`src/ebpc_regs.svh`:
```
// Register offsets, field positions, reset values for the pin configuration block.
// Assumes inclusion by design files that need the register layout.
`ifndef EBPC_REGS_SVH
`define EBPC_REGS_SVH

// ----------------------------------------
// Offsets
// ----------------------------------------
`define EBPC_CFG_OFS 12'h000
`define EBPC_CTRL_OFS 12'h004
`define EBPC_STAT_OFS 12'h008

// ----------------------------------------
// Field positions of the configuration word
// ----------------------------------------
`define EBPC_RDY_INV_LSB 28
`define EBPC_RDY_CLAIM_LSB 24
`define EBPC_LEVEL_BIT 17
`define EBPC_RP_BIT 16
`define EBPC_WE_BIT 13
`define EBPC_OE_BIT 12
`define EBPC_BS_LSB 8
`define EBPC_CS_LSB 4
`define EBPC_DATA_LSB 0

// ----------------------------------------
// Reset values and masks
// ----------------------------------------
`define EBPC_CFG_RESET 32'h0000_0000
`define EBPC_CFG_MASK 32'h7703_33f3
`define EBPC_CTRL_RESET 32'h0000_0000

`endif

```
`src/ebpc_pkg.sv`:
```
// Types shared by the pin configuration block.
// Assumes the register header supplies the numeric layout.
package ebpc_pkg;

  typedef struct packed {
    logic [2:0] ready_invert;
    logic [2:0] ready_pin_claim;
    logic ready_level_sense;
    logic reset_powerdown_pin_claim;
    logic write_strobe_pin_claim;
    logic output_strobe_pin_claim;
    logic [1:0] byte_select_pin_claim;
    logic [3:0] chip_select_pin_claim;
    logic [1:0] data_pin_claim;
  } ebpc_cfg_type;

  typedef struct packed {
    logic psel;
    logic penable;
    logic pwrite;
    logic [11:0] paddr;
    logic [31:0] pwdata;
  } ebpc_apb_req_type;

  typedef struct packed {
    logic [2:0] ready;
    logic reset_powerdown;
    logic write_strobe;
    logic output_strobe;
    logic [1:0] byte_select;
    logic [3:0] chip_select;
    logic [1:0] data;
  } ebpc_claim_type;

endpackage

```
`src/ebpc_sync2.sv`:
```
// Two-flop synchroniser for one pin input.
// Assumes the input may change at any time relative to clk_i.
`timescale 1ns/1ps
module ebpc_sync2 (
  input wire logic clk_i,
  input wire logic rst_i,
  input wire logic async_i,
  output logic sync_o
);
  logic meta_q;
  logic meta_d;
  logic sync_q;
  logic sync_d;

  always_comb begin
    meta_d = async_i;
    sync_d = meta_q;
  end

  always_ff @(posedge clk_i or posedge rst_i) begin
    if (rst_i) begin
      meta_q <= 1'b0;
      sync_q <= 1'b0;
    end else begin
      meta_q <= meta_d;
      sync_q <= sync_d;
    end
  end

  assign sync_o = sync_q;
endmodule

```
`src/ebpc_ready_cond.sv`:
```
// Conditions one ready input: optional inversion, then edge or level detection.
// Assumes the pin has already been synchronised to clk_i.
`timescale 1ns/1ps
module ebpc_ready_cond (
  input wire logic clk_i,
  input wire logic rst_i,
  input wire logic pin_i,
  input wire logic invert_i,
  input wire logic level_i,
  output logic ready_o
);
  logic prev_q;
  logic prev_d;
  logic polar;

  always_comb begin
    polar = pin_i ^ invert_i;
    prev_d = polar;
  end

  always_ff @(posedge clk_i or posedge rst_i) begin
    if (rst_i) begin
      prev_q <= 1'b0;
    end else begin
      prev_q <= prev_d;
    end
  end

  // Edge mode flags one cycle on a rising of the polarity-corrected pin
  assign ready_o = level_i ? polar : (polar & ~prev_q);
endmodule

```
`src/ebpc_top.sv`:
```
// Pin configuration for the external memory bus unit, with an APB slave.
// Assumes a single 250 MHz clock, APB master on the same clock, pins asynchronous.
//
// Our own choices: the placing of the registers and the APB register port.
`timescale 1ns/1ps
`include "ebpc_regs.svh"

// Functional notes
// - Each ready input is inverted before use when its invert bit is set.
// - Ready claim bit set hands that pin to the bus unit, else general use.
// - Level sense bit 1 selects level detection, 0 edge detection, all readies.
// - Reset/power-down claim bit 1 gives that active-low pin to the bus unit.
// - Bus-mode override set ignores the whole configuration; all pins stay general.
// - Unassigned bit positions ignore writes and read as zero.
module ebpc_top (
  input wire logic clk_i,
  input wire logic rst_i,
  input wire logic psel_i,
  input wire logic penable_i,
  input wire logic pwrite_i,
  input wire logic [11:0] paddr_i,
  input wire logic [31:0] pwdata_i,
  output logic [31:0] prdata_o,
  output logic pready_o,
  output logic pslverr_o,
  input wire logic [2:0] wait_input_i,
  output ebpc_pkg::ebpc_claim_type claim_o,
  output logic [2:0] ready_o
);
  import ebpc_pkg::*;

  // ----------------------------------------
  // Declarations
  // ----------------------------------------
  ebpc_apb_req_type req;
  logic [31:0] cfg_q;
  logic [31:0] cfg_d;
  logic override_q;
  logic override_d;
  logic [31:0] prdata_q;
  logic [31:0] prdata_d;
  logic pready_q;
  logic pready_d;
  logic pslverr_q;
  logic pslverr_d;
  ebpc_claim_type claim_q;
  ebpc_claim_type claim_d;
  logic [2:0] ready_q;
  logic [2:0] ready_d;
  ebpc_cfg_type cfg;
  ebpc_cfg_type eff;
  logic [2:0] wait_sync;
  logic [2:0] ready_raw;
  logic setup;
  logic hit_cfg;
  logic hit_ctrl;
  logic hit_stat;

  // ----------------------------------------
  // Field view
  // ----------------------------------------
  always_comb begin
    req.psel = psel_i;
    req.penable = penable_i;
    req.pwrite = pwrite_i;
    req.paddr = paddr_i;
    req.pwdata = pwdata_i;
    cfg.ready_invert = cfg_q[`EBPC_RDY_INV_LSB +: 3];
    cfg.ready_pin_claim = cfg_q[`EBPC_RDY_CLAIM_LSB +: 3];
    cfg.ready_level_sense = cfg_q[`EBPC_LEVEL_BIT];
    cfg.reset_powerdown_pin_claim = cfg_q[`EBPC_RP_BIT];
    cfg.write_strobe_pin_claim = cfg_q[`EBPC_WE_BIT];
    cfg.output_strobe_pin_claim = cfg_q[`EBPC_OE_BIT];
    cfg.byte_select_pin_claim = cfg_q[`EBPC_BS_LSB +: 2];
    cfg.chip_select_pin_claim = cfg_q[`EBPC_CS_LSB +: 4];
    cfg.data_pin_claim = cfg_q[`EBPC_DATA_LSB +: 2];
    // Override forces an all-zero view; stored bits are kept for later
    eff = override_q ? '0 : cfg;
  end

  // ----------------------------------------
  // APB slave
  // ----------------------------------------
  // No wait state: the access phase is answered on its first cycle
  always_comb begin
    setup = req.psel & ~req.penable;
    hit_cfg = (req.paddr == `EBPC_CFG_OFS);
    hit_ctrl = (req.paddr == `EBPC_CTRL_OFS);
    hit_stat = (req.paddr == `EBPC_STAT_OFS);
    cfg_d = cfg_q;
    override_d = override_q;
    prdata_d = prdata_q;
    pready_d = 1'b0;
    pslverr_d = 1'b0;
    if (setup) begin
      pready_d = 1'b1;
      pslverr_d = ~(hit_cfg | hit_ctrl | hit_stat) | (hit_stat & req.pwrite);
      prdata_d = 32'h0000_0000;
      if (!req.pwrite) begin
        if (hit_cfg) begin
          prdata_d = cfg_q & `EBPC_CFG_MASK;
        end else if (hit_ctrl) begin
          prdata_d = {31'h0000_0000, override_q};
        end else if (hit_stat) begin
          prdata_d = {18'h0_0000, claim_q};
        end
      end
    end
    // Write lands at the completing edge
    if (req.psel & req.penable & pready_q & req.pwrite) begin
      if (hit_cfg) begin
        cfg_d = req.pwdata & `EBPC_CFG_MASK;
      end else if (hit_ctrl) begin
        override_d = req.pwdata[0];
      end
    end
  end

  always_ff @(posedge clk_i or posedge rst_i) begin
    if (rst_i) begin
      cfg_q <= `EBPC_CFG_RESET;
      override_q <= 1'b0;
      prdata_q <= 32'h0000_0000;
      pready_q <= 1'b0;
      pslverr_q <= 1'b0;
    end else begin
      cfg_q <= cfg_d;
      override_q <= override_d;
      prdata_q <= prdata_d;
      pready_q <= pready_d;
      pslverr_q <= pslverr_d;
    end
  end

  // ----------------------------------------
  // Ready input conditioning
  // ----------------------------------------
  // Synchronisers cost two cycles of latency, unavoidable for raw pins
  generate
    for (genvar i = 0; i < 3; i++) begin : g_rdy
      ebpc_sync2 u_sync (
        .clk_i(clk_i),
        .rst_i(rst_i),
        .async_i(wait_input_i[i]),
        .sync_o(wait_sync[i])
      );
      ebpc_ready_cond u_cond (
        .clk_i(clk_i),
        .rst_i(rst_i),
        .pin_i(wait_sync[i]),
        .invert_i(eff.ready_invert[i]),
        .level_i(eff.ready_level_sense),
        .ready_o(ready_raw[i])
      );
    end
  endgenerate

  // ----------------------------------------
  // Pin ownership and outputs
  // ----------------------------------------
  always_comb begin
    claim_d.ready = eff.ready_pin_claim;
    claim_d.reset_powerdown = eff.reset_powerdown_pin_claim;
    claim_d.write_strobe = eff.write_strobe_pin_claim;
    claim_d.output_strobe = eff.output_strobe_pin_claim;
    claim_d.byte_select = eff.byte_select_pin_claim;
    claim_d.chip_select = eff.chip_select_pin_claim;
    claim_d.data = eff.data_pin_claim;
    // Unclaimed ready pins give the bus unit nothing
    ready_d = ready_raw & eff.ready_pin_claim;
  end

  always_ff @(posedge clk_i or posedge rst_i) begin
    if (rst_i) begin
      claim_q <= '0;
      ready_q <= 3'h0;
    end else begin
      claim_q <= claim_d;
      ready_q <= ready_d;
    end
  end

  assign prdata_o = prdata_q;
  assign pready_o = pready_q;
  assign pslverr_o = pslverr_q;
  assign claim_o = claim_q;
  assign ready_o = ready_q;
endmodule

```
`config.mk`:
```
export PLATFORM = sky130hd
export DESIGN_NAME = ebpc_top
export DESIGN_NICKNAME = d
export VERILOG_FILES = /design/src/ebpc_pkg.sv /design/src/ebpc_sync2.sv /design/src/ebpc_ready_cond.sv /design/src/ebpc_top.sv
export VERILOG_INCLUDE_DIRS = /design/src /design/src/src
export SDC_FILE = /design/constraint.sdc
export NUM_CORES = 1
export LEC_CHECK = 0
export BUFFER_PORTS_ARGS = -buffer_cell sky130_fd_sc_hd__buf_2
export CAP_MARGIN = 20
export CELL_PAD_IN_SITES_DETAIL_PLACEMENT = 1
export CELL_PAD_IN_SITES_GLOBAL_PLACEMENT = 1
export CORE_MARGIN = 2
export CORE_UTILIZATION = 35
export CTS_CLUSTER_DIAMETER = 200
export DETAILED_ROUTE_END_ITERATION = 8
export PLACE_DENSITY = 0.82
export SYNTH_ARGS = -nofsm -noshare
export SYNTH_HDL_FRONTEND = slang
export SYNTH_SLANG_ARGS = --single-unit
export TNS_END_PERCENT = 30
```
`constraint.sdc`:
```
create_clock -name clk_i -period 2 [get_ports clk_i]
set_input_delay 0.1 -clock clk_i [delete_from_list [all_inputs] [get_ports clk_i]]
set_output_delay 0.1 -clock clk_i [all_outputs]
set_load 0.05 [all_outputs]
```
==> results.cfg <==
[synthesis]
synth_area_sq_um = 2710
postSynthCellCount = 196
yosysMostFrequentCell = dfrtp_1
synth_cell_types = 26
async_flop_share_pct = 100
synth-seq-cells = 69
ys_seq_area_share_pct = 63.8
yosysWarnings = 0
synth_top_area_cell = dfrtp_1
ys.flop_type = dfrtp_1
netlist.area_leader.share_pct = 63.8
synth_area_leaders = dfrtp_1, mux2_4, a22o_1
synth_commonest_cells = dfrtp_1, nor2b_1, a22o_1
synth-edff-count = 0
syn_area_per_cell_sq_um = 13.8

[clocking]
ctsHoldBuffers = 23
post-cts-setup-buffers = 0
clk_latency_ps = 340
clock_sinks = 69
cts.clk_slew.worst_paths_ps = 70
cts_resized = 0
root_buffer = clkbuf_8
cts_tree = built
cts.path.max_buffers = 2
cts_buffers = 9
htree_num_levels = 3

[power]
p_leak_nw = 2.00
vdd_ir_drop_max_uv = 364
power_density_nw_per_um2 = 778

[setup_path]
critical_path_class = input pin to flop
reg2reg_depth = 4
cp.required_ps = 2280
cpPeakStageDelay_ps = 530
slowest_stage = dlygate4sd3_1
r2r-start = pready_o
critical_path_buf_inv_count = 2
end_kind = flop
cp_max_fo = 8
crit_family = simple AND/OR/NAND/NOR gates
cp.depth = 6
crit_chain = dlygate4sd3_1 -> buf_2 -> nor4b_1 -> nand4_1 -> nor2_2 -> a22o_1
reg2reg_setup_slack_ps = 480
cp-start-kind = input pin
r2r_end = cfg_q[1]
arrival_ps = 1940

[route]
firstDrtPassIters = 4
wl_per_cell_microns = 15.0
vias = 1839
drt_iter0_markers = 46
wirelength_microns = 6130
viasPerCell = 4.50
ant_nets = 0
drcViolationCount = 0

[global_route]
grt-ovfl-total = 0
grtUsageTotal_pct = 15.6
antenna_found_initial = 0
grt_start_max_net_pins = 70
grt_pass1_wl_microns = 9870
grt_pass1_vias = 1971

[placement]
hpwl_microns = 4060
portBuffers = 78
gp_congestion = 0.710
place_worst_setup_slack_ps = 293

[sta]
fin_crit_ps = 1660
drv_slew = 0
tns_ps = 0
fmax_mhz = 602
rsz0062_at_grt = false
hold_viol_final = 0
finClkSkew_ps = 5.54
fin_ws_ps = 338
holdWs_ps = 153
final.period_utilization_pct = 83.1
finalSetupViolations = 0

[final_layout]
multi_input_area_sq_um = 885
nNetsFinal = 354
syn_to_final_growth_pct = 34.0
antenna_cells = 0
fill_cells = 833
ff_latch_area_sq_um = 1730
drive_gt1_share_pct = 39.7

[status]
outcome = completed

[floorplanning]
coreArea_sq_um = 7610
die_w_microns = 91.9
die-height_microns = 91.9
ios = 103
die_area_sq_um = 8450
num_rows = 32
initial_core_util_pct = 35.6

[hold_path]
hold_start = paddr_i[2]
min_delay_path_depth = 3
hp-class = input pin to flop
holdPathEnd = override_q

[run]
cap_violations = 0
-- where the power goes --
part           internal, W  total [W]  switching (W)
clock             0.000695    0.00122       0.000526
combinational    0.0000731   0.000190       0.000117
sequential         0.00141    0.00141     0.00000373
total              0.00217    0.00282       0.000647
-- routing by layer --
layer / global-route usage, % / routed length, microns
met1: 18.8 / 2570
met2: 26.1 / 3140
met3: 3.78 / 323
met4: 7.84 / 95
met5: 0 / 0
-- worst reg2reg max path, stage by stage, from the launching register on --
cell      delay [ps]
dfrtp_1          350
nand4_1          110
nor2_1           220
nand3b_4         330
mux2_4           410
-- worst max-delay path by stage --
stage / startpoint / end / slack (ps)
2_1_floorplan: rst_i / cfg_q[0] / 160
3_3_place_gp: paddr_i[5] / cfg_q[25] / 300
3_5_place_dp: paddr_i[5] / cfg_q[28] / 290
4_1_cts: pwrite_i / prdata_o[28] / 340
5_1_grt: pwrite_i / prdata_o[28] / 160
6_report: pwrite_i / prdata_o[28] / 340
-- registers in the layout (all words and copies together), names as in the netlist --
| signal | flops |
|---|---|
| cfg_q | 18 |
| g_rdy.u_cond.prev_q | 3 |
| override_q | 1 |
| ready_o | 3 |
| claim_o | 14 |
| pslverr_o | 1 |
| prdata_o | 22 |
| pready_o | 1 |
| g_rdy.u_sync.sync_o | 3 |
| g_rdy.u_sync.meta_q | 3 |
-- cell type report --
class,instances,area share [%]
flip-flops and latches,69,47.7
multi-input cells,115,24.4
repair buffers,105,18.3
well taps,102,3.52
clock buffers,9,3.42
clock inverters,7,2.49
inverters,2,0.207
-- cell families after synthesis --
logic type / count (synthesis) / synth area share [%]
flip-flops: 69 / 63.8
AND/OR/NAND/NOR: 48 / 11.0
multiplexers: 29 / 13.0
AO/OA/AOI/OAI: 25 / 6.38
buffers and inverters: 21 / 4.72
XOR/XNOR: 3 / 0.972
other: 1 / 0.139
-- layout by cell type, fill, tap and decap left out, types with 2 or more instances in the layout --
cell type and count:
buf_2 78, dfrtp_1 69, dlygate4sd3_1 23, nor2b_1 14, a22o_1 12, o21ai_0 11, nand2_1 11, mux2_4 10
mux2i_1 10, conb_1 10, mux2_2 9, clkbuf_8 9, nand2b_1 7, and3_1 5, xnor2_1 3, clkinv_2 3
buf_4 3, nor2_1 2, nor4_2 2, nand4_1 2, bufinv_16 2, clkinvlp_4 2
-- per-stage QoR --
stage          std cells  util [%]  power [W]  area [sq um]
2_1_floorplan        205         -    0.00155          2740
3_3_place_gp         370      41.8    0.00159          3180
3_5_place_dp         370      41.8    0.00160          3180
4_1_cts              409      47.6    0.00286          3620
5_1_grt              409      47.6    0.00295          3620
6_report             409      47.6    0.00282          3620
Power figures use the tool's default switching activity.
